## config.mk

```make
export PLATFORM = sky130hd
export DESIGN_NAME = power_rail_startup_sequencer
export DESIGN_NICKNAME = d
export VERILOG_FILES = /design/src/verilog/rail_seq_pkg.sv /design/src/verilog/power_rail_startup_sequencer.sv /design/src/verilog/rail_group.sv /design/src/verilog/sync_bit.sv
export SDC_FILE = /design/constraint.sdc
export NUM_CORES = 1
export LEC_CHECK = 0
export ABC_AREA = 1
export BUFFER_PORTS_ARGS = -buffer_cell sky130_fd_sc_hd__buf_2
export CAP_MARGIN = 20
export CORE_UTILIZATION = 61
export CTS_CLUSTER_DIAMETER = 80
export CTS_CLUSTER_SIZE = 25
export DETAILED_ROUTE_END_ITERATION = 6
export PLACE_DENSITY = 0.84
export SETUP_SLACK_MARGIN = 0.1
export SYNTH_ARGS = -nofsm -noshare
export SYNTH_HDL_FRONTEND = slang
export SYNTH_SLANG_ARGS = --single-unit
```

## constraint.sdc

```tcl
create_clock -name clk -period 2.5 [get_ports clk]
set_input_delay 0.5 -clock clk [delete_from_list [all_inputs] [get_ports clk]]
set_output_delay 0.5 -clock clk [all_outputs]
set_load 0.1 [all_outputs]
```

## src/verilog/rail_seq_pkg.sv

```systemverilog
package rail_seq_pkg;

    // Clock rate of the internal oscillator domain
    localparam int unsigned CLK_HZ           = 250_000_000;

    // Timing figures in their own units
    localparam int unsigned DEBOUNCE_MS      = 32;
    localparam int unsigned RESET_DELAY_MS   = 50;
    localparam int unsigned WATCHDOG_S       = 8;
    localparam int unsigned SHUTDOWN_MAX_MS  = 100;
    localparam int unsigned HV_STABLE_MS     = 100;

    // Cycle counts derived from the rate (least times round up, longest round down)
    localparam longint unsigned DEBOUNCE_CYC     = (64'(CLK_HZ) * DEBOUNCE_MS + 999) / 1000;
    localparam longint unsigned RESET_DELAY_CYC  = (64'(CLK_HZ) * RESET_DELAY_MS + 999) / 1000;
    localparam longint unsigned WATCHDOG_CYC     = 64'(CLK_HZ) * WATCHDOG_S;
    localparam longint unsigned SHUTDOWN_MAX_CYC = (64'(CLK_HZ) * SHUTDOWN_MAX_MS) / 1000;
    localparam longint unsigned HV_STABLE_CYC    = (64'(CLK_HZ) * HV_STABLE_MS) / 1000;

    // Gap between staggered regulator enables, in cycles
    localparam int unsigned STEP_GAP_CYC     = 16;

    // Buck voltage code: 0.85 V + code * 25 mV, codes 0..31 reach 1.625 V
    localparam int unsigned VSEL_W           = 5;
    localparam logic [4:0]  VSEL_MAX         = 5'h1F;
    localparam logic [4:0]  VSEL_RESET       = 5'h06;
    localparam logic [3:0]  RAMP_RESET       = 4'h0;

    // Regulator enable vector bit positions
    localparam int unsigned HV_IO_BIT        = 0;
    localparam int unsigned HV_N             = 3;
    localparam int unsigned LV_BUCK_BIT      = 0;
    localparam int unsigned LV_N             = 3;

    // Sequencer states
    typedef enum logic [2:0] {
        ST_POWER_DOWN = 3'b000,
        ST_DEBOUNCE   = 3'b001,
        ST_BATT_CHECK = 3'b010,
        ST_RESET_WAIT = 3'b011,
        ST_WD_WAIT    = 3'b100,
        ST_ACTIVE     = 3'b101
    } seq_state_t;

    // Host rail-request pair
    typedef struct packed {
        logic high_rail;
        logic low_rail;
    } rail_req_t;

    // Buck programming carried together
    typedef struct packed {
        logic       memory_mode;
        logic [4:0] voltage_code;
        logic [3:0] ramp_code;
    } buck_cfg_t;

endpackage

```

## src/verilog/power_rail_startup_sequencer.sv

```systemverilog
// Summary of operation
// - Switch-on with no power-on reset enables reference and oscillator first.
// - Switch-on gone after debounce interval: abandon start-up, back to power-down.
// - Switch-on still present after debounce: check battery-good level.
// - Battery good: release host reset at least 50 ms after start.
// - Battery above under-voltage level: raise battery fault output.
// - High-rail request: I/O rail regulator first, then other high rails.
// - Low-rail request: buck first, then other low-voltage regulators.
// - All host supplies stable: raise supply fault output.
// - No watchdog write within window: shut down to power-down.
// - Host-facing requests and interface released only after host reset rises.
// - Low-rail request falls: low rails off within 100 ms.
// - High-rail request falls: high rails off, I/O rail last.
// - Leaving sleep: rising low-rail request re-enables buck and low rails.
// - Leaving deep sleep: I/O rail first, all high rails within 100 ms.
// - Rails follow request pins by default, or register control optionally.
// - Buck voltage 0.85 V to 1.625 V in 25 mV steps, or memory setting.
// - Buck ramp rate set by a four-bit field.
// - Switch-on: key falling, alarm or external wake rising, or charger.
// - Under power-on reset: stay down, ignore switch-on, hold host reset low.
`timescale 1ns/1ps
`default_nettype none
module power_rail_startup_sequencer
    import rail_seq_pkg::*;
#(
    parameter longint unsigned DEBOUNCE_CYCLES    = DEBOUNCE_CYC,
    parameter longint unsigned RESET_DELAY_CYCLES = RESET_DELAY_CYC,
    parameter longint unsigned WATCHDOG_CYCLES    = WATCHDOG_CYC,
    parameter int unsigned     STEP_GAP           = STEP_GAP_CYC
) (
    input  wire logic                   clk,
    input  wire logic                   sys_rst,
    input  wire logic                   por_active,
    input  wire logic                   power_key_n,
    input  wire logic                   alarm_wake,
    input  wire logic                   external_wake,
    input  wire logic                   charger_present,
    input  wire logic                   battery_good_level,
    input  wire logic                   battery_under_level,
    input  wire rail_seq_pkg::rail_req_t rail_req,
    input  wire logic                   watchdog_write,
    input  wire logic                   register_rail_mode,
    input  wire rail_seq_pkg::rail_req_t register_rail_req,
    input  wire logic                   buck_cfg_write,
    input  wire rail_seq_pkg::buck_cfg_t buck_cfg_in,
    output logic                        reference_enable,
    output logic                        host_reset_out_n,
    output logic                        battery_fault_out,
    output logic                        supply_fault_out,
    output logic                        host_io_release,
    output logic                        active_mode,
    output logic [2:0]                  high_rail_enable,
    output logic [2:0]                  low_rail_enable,
    output rail_seq_pkg::buck_cfg_t     buck_cfg_out
);
    import rail_seq_pkg::*;

    // Synchronised inputs
    logic key_n_s;
    logic alarm_s;
    logic ext_s;
    logic chg_s;
    logic high_s;
    logic low_s;

    sync_bit u_sync_key (.clk(clk), .sys_rst(sys_rst), .din(power_key_n), .dout(key_n_s));
    sync_bit u_sync_alm (.clk(clk), .sys_rst(sys_rst), .din(alarm_wake), .dout(alarm_s));
    sync_bit u_sync_ext (.clk(clk), .sys_rst(sys_rst), .din(external_wake), .dout(ext_s));
    sync_bit u_sync_chg (.clk(clk), .sys_rst(sys_rst), .din(charger_present), .dout(chg_s));
    sync_bit u_sync_hi  (.clk(clk), .sys_rst(sys_rst), .din(rail_req.high_rail), .dout(high_s));
    sync_bit u_sync_lo  (.clk(clk), .sys_rst(sys_rst), .din(rail_req.low_rail), .dout(low_s));

    typedef struct packed {
        seq_state_t  state;
        logic [39:0] timer;
        logic [39:0] since_on;
        logic        key_n_d;
        logic        alarm_d;
        logic        ext_d;
        logic        chg_d;
        logic        ref_en;
        logic        rst_n;
        logic        batt_ok;
        logic        supply_ok;
        logic        io_rel;
        logic        active;
        logic        hv_req;
        logic        lv_req;
        logic [2:0]  hv_en;
        logic [2:0]  lv_en;
        buck_cfg_t   buck;
    } seq_t;

    seq_t s_reg;
    seq_t s_next;

    logic       on_event;
    logic       still_on;
    logic       hv_req_src;
    logic       lv_req_src;
    logic [2:0] hv_en_w;
    logic [2:0] lv_en_w;
    logic       hv_all;
    logic       lv_all;

    // Any of the four wake sources counts as switch-on
    assign on_event = (s_reg.key_n_d && !key_n_s) || (!s_reg.alarm_d && alarm_s) ||
                      (!s_reg.ext_d && ext_s) || (!s_reg.chg_d && chg_s);
    assign still_on = !key_n_s || alarm_s || ext_s || chg_s;

    // Pin control by default, register control as an option
    assign hv_req_src = register_rail_mode ? register_rail_req.high_rail : high_s;
    assign lv_req_src = register_rail_mode ? register_rail_req.low_rail  : low_s;

    // High group: I/O rail is bit 0, on first and off last
    rail_group #(
        .N              (HV_N),
        .GAP            (STEP_GAP),
        .FIRST_LAST_OFF (1'b1)
    ) u_high (
        .clk     (clk),
        .sys_rst (sys_rst),
        .request (s_reg.hv_req),
        .enable  (hv_en_w),
        .all_on  (hv_all)
    );

    // Low group: buck is bit 0, on first, all off together
    rail_group #(
        .N              (LV_N),
        .GAP            (STEP_GAP),
        .FIRST_LAST_OFF (1'b0)
    ) u_low (
        .clk     (clk),
        .sys_rst (sys_rst),
        .request (s_reg.lv_req),
        .enable  (lv_en_w),
        .all_on  (lv_all)
    );

    // Sequencer next state
    always_comb begin
        s_next          = s_reg;
        s_next.key_n_d  = key_n_s;
        s_next.alarm_d  = alarm_s;
        s_next.ext_d    = ext_s;
        s_next.chg_d    = chg_s;
        s_next.hv_en    = hv_en_w;
        s_next.lv_en    = lv_en_w;
        if (s_reg.since_on != 40'hFF_FFFF_FFFF) begin
            s_next.since_on = s_reg.since_on + 40'h1;
        end
        if (s_reg.timer != 40'h0) begin
            s_next.timer = s_reg.timer - 40'h1;
        end

        // Buck programming is stored as written; memory mode and the code are passed out unchanged
        if (buck_cfg_write) begin
            s_next.buck = buck_cfg_in;
        end

        // Rail requests only honoured while host-facing pins are released
        s_next.hv_req = s_reg.io_rel && hv_req_src;
        s_next.lv_req = s_reg.io_rel && lv_req_src;

        case (s_reg.state)
            ST_POWER_DOWN: begin
                s_next.ref_en    = 1'b0;
                s_next.rst_n     = 1'b0;
                s_next.batt_ok   = 1'b0;
                s_next.supply_ok = 1'b0;
                s_next.io_rel    = 1'b0;
                s_next.active    = 1'b0;
                s_next.hv_req    = 1'b0;
                s_next.lv_req    = 1'b0;
                if (!por_active && on_event) begin
                    s_next.ref_en   = 1'b1;
                    s_next.timer    = 40'(DEBOUNCE_CYCLES);
                    s_next.since_on = 40'h0;
                    s_next.state    = ST_DEBOUNCE;
                end
            end
            ST_DEBOUNCE: begin
                if (s_reg.timer == 40'h0) begin
                    if (still_on) begin
                        s_next.state = ST_BATT_CHECK;
                    end else begin
                        s_next.state = ST_POWER_DOWN;
                    end
                end
            end
            ST_BATT_CHECK: begin
                if (battery_good_level) begin
                    s_next.state = ST_RESET_WAIT;
                end else begin
                    s_next.state = ST_POWER_DOWN;
                end
            end
            ST_RESET_WAIT: begin
                // Counted from start-up, never earlier than the minimum delay
                if (s_reg.since_on >= 40'(RESET_DELAY_CYCLES)) begin
                    s_next.rst_n  = 1'b1;
                    s_next.io_rel = 1'b1;
                    s_next.timer  = 40'(WATCHDOG_CYCLES);
                    s_next.state  = ST_WD_WAIT;
                end
            end
            ST_WD_WAIT: begin
                if (watchdog_write) begin
                    s_next.active = 1'b1;
                    s_next.state  = ST_ACTIVE;
                end else if (s_reg.timer == 40'h0) begin
                    s_next.state = ST_POWER_DOWN;
                end
            end
            ST_ACTIVE: begin
                s_next.state = ST_ACTIVE;
            end
            default: begin
                s_next.state = ST_POWER_DOWN;
            end
        endcase

        // Power-on reset forces power-down and holds the host in reset
        if (por_active) begin
            s_next.state  = ST_POWER_DOWN;
            s_next.rst_n  = 1'b0;
            s_next.io_rel = 1'b0;
            s_next.hv_req = 1'b0;
            s_next.lv_req = 1'b0;
        end

        // Battery flag follows the under-voltage comparator once started
        if (s_reg.state != ST_POWER_DOWN && s_next.state != ST_POWER_DOWN) begin
            s_next.batt_ok = battery_under_level;
            s_next.supply_ok = hv_all && lv_all && s_reg.rst_n;
        end
    end

    always_ff @(posedge clk) begin
        if (sys_rst) begin
            // Key history starts low like its synchroniser, so no false press follows reset
            s_reg          <= '0;
            s_reg.buck     <= '{memory_mode: 1'b0, voltage_code: VSEL_RESET,
                                ramp_code: RAMP_RESET};
        end else begin
            s_reg <= s_next;
        end
    end

    // Outputs straight from flops
    assign reference_enable  = s_reg.ref_en;
    assign host_reset_out_n  = s_reg.rst_n;
    assign battery_fault_out = s_reg.batt_ok;
    assign supply_fault_out  = s_reg.supply_ok;
    assign host_io_release   = s_reg.io_rel;
    assign active_mode       = s_reg.active;
    assign high_rail_enable  = s_reg.hv_en;
    assign low_rail_enable   = s_reg.lv_en;
    assign buck_cfg_out      = s_reg.buck;
endmodule
`default_nettype wire

```

## src/verilog/rail_group.sv

```systemverilog
`timescale 1ns/1ps
`default_nettype none
// One regulator group: the first bit switches on first, and off last only with FIRST_LAST_OFF (else all off together)
module rail_group #(
    parameter int unsigned N   = 3,
    parameter int unsigned GAP = 16,
    parameter bit          FIRST_LAST_OFF = 1'b1
) (
    input  wire logic         clk,
    input  wire logic         sys_rst,
    input  wire logic         request,
    output logic [N-1:0]      enable,
    output logic              all_on
);
    typedef struct packed {
        logic [N-1:0]  en;
        logic [15:0]   gap;
    } group_state_t;

    group_state_t s_reg;
    group_state_t s_next;

    // Turns on the first regulator, then after one gap all the rest, so inrush is spread out
    always_comb begin
        s_next = s_reg;
        if (!request) begin
            // Off without the gap, even mid-stagger (first bit one cycle after the rest with FIRST_LAST_OFF), so shutdown time never waits on it
            if (FIRST_LAST_OFF && (s_reg.en[N-1:1] != '0)) begin
                s_next.en[N-1:1] = '0;
            end else begin
                s_next.en = '0;
            end
            s_next.gap = 16'h0000;
        end else if (s_reg.gap != 16'h0000) begin
            s_next.gap = s_reg.gap - 16'h0001;
        end else if (s_reg.en != {N{1'b1}}) begin
            if (!s_reg.en[0]) begin
                s_next.en[0] = 1'b1;
            end else begin
                s_next.en = {N{1'b1}};
            end
            s_next.gap = 16'(GAP);
        end
    end

    always_ff @(posedge clk) begin
        if (sys_rst) begin
            s_reg <= '0;
        end else begin
            s_reg <= s_next;
        end
    end

    assign enable = s_reg.en;
    assign all_on = (s_reg.en == {N{1'b1}}) && (s_reg.gap == 16'h0000);
endmodule
`default_nettype wire

```

## src/verilog/sync_bit.sv

```systemverilog
`timescale 1ns/1ps
`default_nettype none
module sync_bit (
    input  wire logic clk,
    input  wire logic sys_rst,
    input  wire logic din,
    output logic      dout
);
    logic stage_reg;

    // Two flops; only the second stage is read outside
    always_ff @(posedge clk) begin
        if (sys_rst) begin
            stage_reg <= 1'b0;
            dout      <= 1'b0;
        end else begin
            stage_reg <= din;
            dout      <= stage_reg;
        end
    end
endmodule
`default_nettype wire
```

Word-level counts from Yosys, hierarchy flattened
Index checks and enable logic that the tools add are counted.
- register bits: 156
- input bits: 26
- output and inout bits: 22
- word-level logic and storage cells: 138
- $add $sub $neg: 4
- magnitude comparators: 1
- equality and inequality tests: 15
- mux-type cells: 29
- bitwise gates (word level): 4
- reductions and logical operators: 48
- operators by type and width (operator ; number):
    $mux 40 ; 3
    $mux 83 ; 1
    $pmux 40 s2 ; 1
    $mux 16 ; 3
    $mux 43 ; 1
    $add 40x1->40 const B ; 1
    $ge 40x24->1 const B ; 1
    $logic_not 40->1 ; 1
    $ne 40x40->1 const B ; 1
    $reduce_bool 40->1 ; 1
    $sub 40x1->40 const B ; 1
    $mux 17 ; 2
    $logic_not 16->1 ; 2
    $reduce_bool 16->1 ; 2
    $sub 16x1->16 const B ; 2
    $pmux 3 s6 ; 1
    $eq 3x3->1 const B ; 4
    $logic_and 1x1->1 ; 12
    $mux 3 ; 4
    $reduce_bool 2->1 ; 6
    $reduce_and 3->1 ; 3
    $mux 2 ; 4
    $ne 2x2->1 const B ; 4
    $mux 1 ; 7
    other kinds (13) ; 33

Longest topological paths before layout
Gate-level depths: netlist of run 1.
- word-level depth: 12
- mapped depth: 15
- mapped depth without buffers: 15

Hierarchy
From an unflattened synthesis of run 1, not the netlist that was laid out.
- cells, all modules: 1210
- area total of the unflattened synthesis: 8445.6 µm²
- modules (own cells, without submodules) (module ; times used ; cells an instance ; area an instance (µm²) ; seq. area each (µm²)):
    power_rail_startup_sequencer ; 1 ; 859 ; 5950.7 ; 2202.1
    rail_group (u_high) ; 1 ; 159 ; 1102.3 ; 360.3
    rail_group (u_low) ; 1 ; 156 ; 1062.3 ; 360.3
    sync_bit ; 6 ; 6 ; 55.1 ; 40.0

Worst setup path after synthesis of run 1
Ideal clock, no wire load.
- kind: reg2out
- from: register, netlist name host_io_release
- to: output host_reset_out_n
- data arrival time: 1391 ps
- required time: 2000 ps
- path slack: 609 ps
- stages on the path, launching flop included: 2
- path buffers: 1
- path through: dfxtp_1 > buf_4
- RTL lines (element ; RTL line ; RTL):
    end: declaration ; power_rail_startup_sequencer.sv:47 ; output logic host_reset_out_n,

Final worst setup path of run 1
- from: register s_reg[28] (netlist bit)
- to: register s_reg[45] (netlist bit)
- longest elaborated chain between the ends: 4
- elaborated cells on any way between the ends: 5
- those cells by class: add/sub (1); eq/ne (1); mux (3)
- RTL lines (element ; RTL line ; RTL):
    start: declaration ; power_rail_startup_sequencer.sv:94 ; seq_t s_reg;
    start signal: assignment ; power_rail_startup_sequencer.sv:247 ; s_reg <= s_next;
    $add 40x1->40 / $ne 40x40->1 (equally long branches) ; power_rail_startup_sequencer.sv:151, power_rail_startup_sequencer.sv:150 ;
    $mux 40 (*) ; power_rail_startup_sequencer.sv:150 ; if (s_reg.since_on != 40'hFF_FFFF_FFFF) begin
    $mux 83 ; power_rail_startup_sequencer.sv:176 ; if (!por_active && on_event) begin
    $mux 40 (*) ; power_rail_startup_sequencer.sv:166 ; case (s_reg.state)
Mark *: on every way between the ends. The rest lies on a longest branch, timed or not.
A chain may end at the register's enable or synchronous reset.

==> results of run 1 <==
## worst paths after layout
| check | end | cells after the start |
|---|---|---|
| worst min-delay path | host_io_release | 2 |
| worst max-delay path | s_reg[45] | 12 |
| worst max register to register | s_reg[45] | 12 |
| worst min register to register | u_sync_chg.dout | 2 |
## through the flow
stage,hold WS [ps],std cells
floorplan,388,1127
global placement,389,1318
detailed placement,397,1318
CTS,253,1348
global route,272,1350
finish,266,1350
## placed cells by master, fill, tap and decap left out, types with 12 or more instances in the layout
cell type,n
sky130_fd_sc_hd__nand4_1,30
sky130_fd_sc_hd__a21oi_1,62
sky130_fd_sc_hd__buf_2,47
sky130_fd_sc_hd__nor2_1,226
sky130_fd_sc_hd__nor3_1,42
sky130_fd_sc_hd__nand3_1,48
sky130_fd_sc_hd__xor2_1,51
sky130_fd_sc_hd__xnor2_1,19
sky130_fd_sc_hd__buf_4,12
sky130_fd_sc_hd__nor4_1,20
sky130_fd_sc_hd__nor3_2,14
sky130_fd_sc_hd__inv_1,123
sky130_fd_sc_hd__o21ai_0,22
sky130_fd_sc_hd__nand2_1,179
sky130_fd_sc_hd__dfxtp_1,156
sky130_fd_sc_hd__clkbuf_16,17
## worst max-delay path, delay by kind of cell, from the launching register on
family        cells  cell delay (ps)
xor+xnor          1              170
flops             1              390
simple gates     10             1300
fa+ha+maj         1              220
## layer usage
layer | GRT usage [%] | vias to the layer above
li1 | - | 3703
met1 | 39.5 | 3367
met2 | 47.5 | 247
met3 | 7.42 | 36
met4 | 11.5 | 0
met5 | 0 | -
## repair_timing
| action | CTS | global route |
|---|---|---|
| endpoints found under the setup margin | 0 | 13 |
| resized for setup | 0 | 4 |
| buffers inserted | 0 | 2 |
## area by class of cell
cell class	count	area (um^2)
clock buffers	17	425
clock inverters	13	119
fillers	1071	3810
inverters	135	507
multi-input cells	798	4200
flip-flops and latches	156	3120
well taps	172	215
repair buffers	59	325
## cell usage after synthesis, types with 7 or more instances
cell,count
sky130_fd_sc_hd__nor2_2,9
sky130_fd_sc_hd__a21oi_1,62
sky130_fd_sc_hd__nor4_1,20
sky130_fd_sc_hd__nand2_1,179
sky130_fd_sc_hd__nand2_2,11
sky130_fd_sc_hd__o21ai_0,22
sky130_fd_sc_hd__nand3_1,48
sky130_fd_sc_hd__xor2_1,51
sky130_fd_sc_hd__a211oi_1,7
sky130_fd_sc_hd__nand4_1,30
sky130_fd_sc_hd__nor2_1,228
sky130_fd_sc_hd__dfxtp_1,156
sky130_fd_sc_hd__buf_2,7
sky130_fd_sc_hd__nor3_1,42
sky130_fd_sc_hd__nor3_2,14
sky130_fd_sc_hd__inv_1,123
sky130_fd_sc_hd__xnor2_1,19
sky130_fd_sc_hd__inv_2,10
sky130_fd_sc_hd__buf_4,18
sky130_fd_sc_hd__clkbuf_1,8
## kinds of logic (layout without fill, tap and decap cells)
logic type / after synthesis / after routing / share of synthesized area (%)
flops: 156 / 156 / 38.8
xor+xnor: 70 / 70 / 7.62
mux: 2 / 2 / 0.249
simple gates: 613 / 613 / 35.5
compound gates: 108 / 108 / 7.76
fa+ha+maj: 5 / 5 / 0.777
buf+inv: 173 / 224 / 9.29
## power groups by stage
stage          Sequential, W  Combinational [W]  Clock [W]
2_1_floorplan        0.00295            0.00229          0
3_3_place_gp         0.00302            0.00283          0
3_5_place_dp         0.00302            0.00284          0
4_1_cts              0.00297            0.00289    0.00244
5_1_grt              0.00300            0.00335    0.00254
6_report             0.00298            0.00298    0.00241
==> implementation parameters, run 1 <==
Parameter                              Value

Pwr
  Switching power summed over all nets    0.00330 W
  Cell leakage power    3.93 nW
  Largest vdd supply drop    0.609 mV
  Flop pwr share    35.6%
  Share of total power in the clock network    between 20 and 30%
  Internal power of the cells    0.00507 W
  Cell area power density    939 nW/um^2
  Switching portion of total power    39.4%
  Logic pwr share    35.6%
  Total Power    0.00837 W

Hold path
  Worst min-delay path class    primary input to flip-flop
  Startpoint of the most critical hold path    por_active

Final layout
  Number of nets in the layout    between 1k and 1.5k
  Total inserted antenna cells    0
  Max reg flops    89
  Util after Layout    70.0%
  Final Cell Area    8910 um^2
  Fraction of layout instances using a drive strength above 1    roughly 14%
  Area delta synth->final    10.7%

STA
  Min Clock Period, post-route    ~2200 ps
  Final number of setup-violating endpoints    0
  Final setup TNS    0 ps
  Count of final hold-check violations    0
  Final worst clock skew    15.6 ps
  Crit share post-route    87.5%
  Maximum clock frequency    457 MHz
  Count of final max-slew check failures    0
  Slew of the pin with the lowest slew margin    545 ps
  Unrepaired setup endpoints after global routing    false
  PnR worst setup slack    313 ps
  Slew Limit Headroom    a little over three fifths

Setup path
  CP required    2810 ps
  CP max stage cell    sky130_fd_sc_hd__dfxtp_1
  Maximum fanout along the worst path    6
  Critical Path, Cell by Cell    ha_1, nand2_1, nor2_4, nand2_2, nor2_2, nand2_2, nor3_4, nand4_2, nand3_2, nor2_1, xor2_1, nor2_1
  Worst setup path category    flip-flop to flip-flop
  Crit. Startpoint    s_reg[28]
  Startpoint of the worst register-to-register path    s_reg[28]
  Worst path arrival time    2500 ps
  Kind of capture point of the worst setup path    flip-flop
  Reg2Reg Setup Slack    310 ps
  CP Launch Type    flip-flop
  Slowest cell delay on critical path    between 300 and 400 ps

Synthesis
  Synthesized flop and latch total    156
  Portion of synthesized cell area occupied by the leading cell type    38.8%
  Mapped Nets    1158
  Share of synthesized area occupied by flip-flops and latches    roughly two fifths
  Number of synthesis warnings    0
  Number of enable flip-flop cells after synthesis    0
  Async set-or-reset flop fraction in the synthesized netlist    0%
  Cells taking the most area after synthesis    sky130_fd_sc_hd__dfxtp_1 (39%), sky130_fd_sc_hd__nor2_1 (11%), sky130_fd_sc_hd__nand2_1 (8.3%), sky130_fd_sc_hd__inv_1 (5.7%), sky130_fd_sc_hd__xor2_1 (5.5%)
  Post-synthesis cell type with the largest combined area    sky130_fd_sc_hd__dfxtp_1
  Area of the mapped netlist    8050 um^2
  Distinct cell type count after synthesis    48
  Number of standard cells after synthesis    1127
  Most used flip-flop cell after synthesis    sky130_fd_sc_hd__dfxtp_1
  Mapped Avg Cell Area    between 7 and 8 um^2

CTS
  Latest clock arrival within the worst-skew pair    440 ps
  Number of buffers created by CTS    17
  Clock sink total    156
  H-tree levels    4
  Root buffer cell    sky130_fd_sc_hd__clkbuf_16
  Number of buffers inserted by hold repair at cts    0
  Worst-path clk slew    60 ps
  Buffers from clock root to sink, at most    2
  TritonCTS clock tree    built

Drt
  DRT met1 WL    8600 um
  Total Routed Length    19000 um
  Drt first-iter violations    514
  Number of iterations in the first detailed-routing pass    5
  Count of vias placed by the detailed router    7353
  Wire per inst    14.1 um
  Top routing layer in use    met4
  Met3 wire length    1370 um
  Antenna-violating nets left    0
  Ratio of routed vias to standard cells    around 5.4
  Count of unresolved DRC violations after routing    0
  Detailed-routed wire length on met2    8600 um

Place
  Weighted congestion reported at the end of routability-driven placement    0.980
  Cell Area, Placed    8330 um^2
  Worst setup slack after placement    about 260 ps
  Total of buffers placed on input and output ports    47
  DP HPWL    14100 um

Global route
  Vias in the first global route    6853
  Total global-route track usage    30.0%
  Largest net degree at the start of global routing    38
  Number of antenna violations at the first check in global routing    0
  Global-route wire length before repair    31700 um
  Total overflow reported by the global router    0

Floorplanning
  Row Count    41
  Core box area    12700 um^2
  Vertical die dimension    117 um
  Starting Density    a little over three fifths
  Area of the die    around 14000 um^2
  Die width    117 um
  I/O pin count    48

Run status
  Status    completed

Flow run
  Number of maximum-capacitance violations    0
No activity file was read; power rests on OpenSTA's default activity.
==> run 2: changes to the inputs <==
--- a/config.mk
+++ b/config.mk
@@ -15,3 +15,4 @@
 export PLACE_DENSITY = 0.84
-export SETUP_SLACK_MARGIN = 0.1
+export RECOVER_POWER = 100
+export SETUP_SLACK_MARGIN = 0.5
 export SYNTH_ARGS = -nofsm -noshare
--- a/constraint.sdc
+++ b/constraint.sdc
@@ -3,2 +3,2 @@
 set_output_delay 0.5 -clock clk [all_outputs]
-set_load 0.1 [all_outputs]
+set_load 0.01 [all_outputs]
==> implementation parameters, run 2 (synthesis gave the netlist of run 1 again) <==
Parameter                              Value

Run status
  Status    complete, but fails checks (was completed)
  Failing checks    capacitance limit, slew limit

Pwr
  Cell area power density    958 nW/um^2 (was 939 nW/um^2)
  Cell leakage power    4.11 nW (was 3.93 nW)
  Largest vdd supply drop    0.627 mV (was 0.609 mV)

Final layout
  Area delta synth->final    16.8% (was 10.7%)
  Fraction of layout instances using a drive strength above 1    18.2% (was 13.8%)
  Commonest non-fill, non-tap cells in the layout    sky130_fd_sc_hd__nor2_1 (200), sky130_fd_sc_hd__nand2_1 (169), sky130_fd_sc_hd__dfxtp_1 (139) (was sky130_fd_sc_hd__nor2_1 (226), sky130_fd_sc_hd__nand2_1 (179), sky130_fd_sc_hd__dfxtp_1 (156))
  Total inserted antenna cells    0 (unchanged)
  Fill cell total of the finished layout    985 (was 1071)
  Number of nets in the layout    1236 (was 1198)
  Most frequent standard cell in the layout excluding fill and tap cells    sky130_fd_sc_hd__nor2_1 (unchanged)
  Max reg flops    89 (unchanged)

Floorplanning
  Core box area    12700 um^2 (unchanged)
  Die width    117 um (unchanged)
  Row Count    41 (unchanged)
  Starting Density    63.3% (unchanged)
  Area of the die    13700 um^2 (unchanged)
  I/O pin count    48 (unchanged)
  Vertical die dimension    117 um (unchanged)

STA
  Final worst clock skew    13.8 ps (was 15.6 ps)
  Count of final max-slew check failures    38 (was 0)
  Maximum clock frequency    465 MHz (was 457 MHz)
  Slew Limit Headroom    -11.7% (was 63.3%)
  Unrepaired setup endpoints after global routing    true (was false)
  Final number of setup-violating endpoints    0 (unchanged)
  Count of final hold-check violations    0 (unchanged)
  Final setup TNS    0 ps (unchanged)
  Min Clock Period, post-route    2150 ps (was 2190 ps)
  Slew of the pin with the lowest slew margin    1680 ps (was 545 ps)
  Post-Route Hold Slack    263 ps (was 266 ps)
  Crit share post-route    86.0% (was 87.5%)

Drt
  Wire per inst    15.5 um (was 14.1 um)
  Number of iterations in the first detailed-routing pass    6 (was 5)
  Count of unresolved DRC violations after routing    0 (unchanged)
  Ratio of routed vias to standard cells    5.61 (was 5.45)
  Antenna-violating nets left    0 (unchanged)
  Count of vias placed by the detailed router    7783 (was 7353)
  Drt first-iter violations    655 (was 514)
  Total Routed Length    21500 um (was 19000 um)

Global route
  Total overflow reported by the global router    0 (unchanged)
  Total global-route track usage    30.6% (was 30.0%)
  Largest net degree at the start of global routing    38 (unchanged)
  Global-route wire length before repair    32300 um (was 31700 um)
  Number of antenna violations at the first check in global routing    0 (unchanged)
  Vias in the first global route    7009 (was 6853)

Setup path
  Startpoint of the worst register-to-register path    s_reg[29] (was s_reg[28])
  Worst path arrival time    2470 ps (was 2500 ps)
  Crit. Startpoint    sys_rst (was s_reg[28])
  Worst setup path category    primary input to flip-flop (was flip-flop to flip-flop)
  CP Launch Type    primary input (was flip-flop)
  Kind of capture point of the worst setup path    flip-flop (unchanged)
  Maximum fanout along the worst path    17 (was 6)
  CP required    2820 ps (was 2810 ps)

CTS
  H-tree levels    4 (unchanged)
  Clock sink total    156 (unchanged)
  Number of buffers inserted by hold repair at cts    0 (unchanged)
  Worst-path clk slew    60 ps (about the same)
  Latest clock arrival within the worst-skew pair    440 ps (about the same)
  TritonCTS clock tree    built (unchanged)
  Buffers from clock root to sink, at most    2 (unchanged)
  Root buffer cell    sky130_fd_sc_hd__clkbuf_16 (unchanged)
  Number of buffers created by CTS    17 (unchanged)

Hold path
  Worst min-delay path class    primary input to flip-flop (unchanged)
  Startpoint of the most critical hold path    por_active (unchanged)

Flow run
  Number of maximum-capacitance violations    1 (was 0)

Place
  DP HPWL    14100 um (unchanged)
  Total of buffers placed on input and output ports    47 (unchanged)
  Weighted congestion reported at the end of routability-driven placement    0.980 (unchanged)
run 2: through the flow:
step                      instances  cell area [um^2]  total power (W)  setup WS (ps)  util [%]
after floorplan                1127              8050          0.00516            647         -
after global placement         1318              8330          0.00577            437      65.5
after detailed placement       1318              8330          0.00578            256      65.5
after CTS                      1357              9040          0.00828            502      71.0
after global routing           1388              9400          0.00946            247      73.9
final                          1388              9400          0.00900            351      73.9
run 2: power breakdown:
part	internal [W]	switching [W]
Sequential	0.00274	0.000286
Combinational	0.00127	0.00229
Clock	0.00136	0.00106
Total	0.00537	0.00363
run 2: cell type report:
cell class	count	area (um^2)	share of cell area, %
sequential	156	3150	33.5
inverter	135	512	5.44
multi-input combinational	800	4410	46.9
tap	172	215	2.29
clock inverter	13	119	1.26
timing repair buffer	95	567	6.03
clock buffer	17	425	4.53
run 2: critical path: stages:
cell and delay, ps:
sky130_fd_sc_hd__buf_2 90, sky130_fd_sc_hd__clkinv_1 520, sky130_fd_sc_hd__nand2_1 860, sky130_fd_sc_hd__clkbuf_2 400, sky130_fd_sc_hd__nor2_1 80
run 2: metal layers:
layer  global-route usage (%)  vias up  wire length (um)
met3                     7.36       77              1900
li1                         -     3783                 -
met2                     48.6      376              9980
met1                     40.0     3547              8910
met5                        0        -                 0
met4                     12.7        0               714
run 2: worst paths after layout:
check	to	slack [ps]	cells after the start
hold reg to reg	u_sync_chg.dout	400	2
setup / recovery	s_reg[60]	350	5
hold / removal	host_io_release	260	2
setup reg to reg	s_reg[28]	370	11
run 2: timing repair:
item | 4_1_cts | 5_1_grt
hold endpoints to repair | 0 | 0
setup buffers | 9 | 29
pin swaps | 11 | 38
cloned | 0 | 2
endpoints found under the setup margin | 48 | 82
resized for setup | 21 | 101
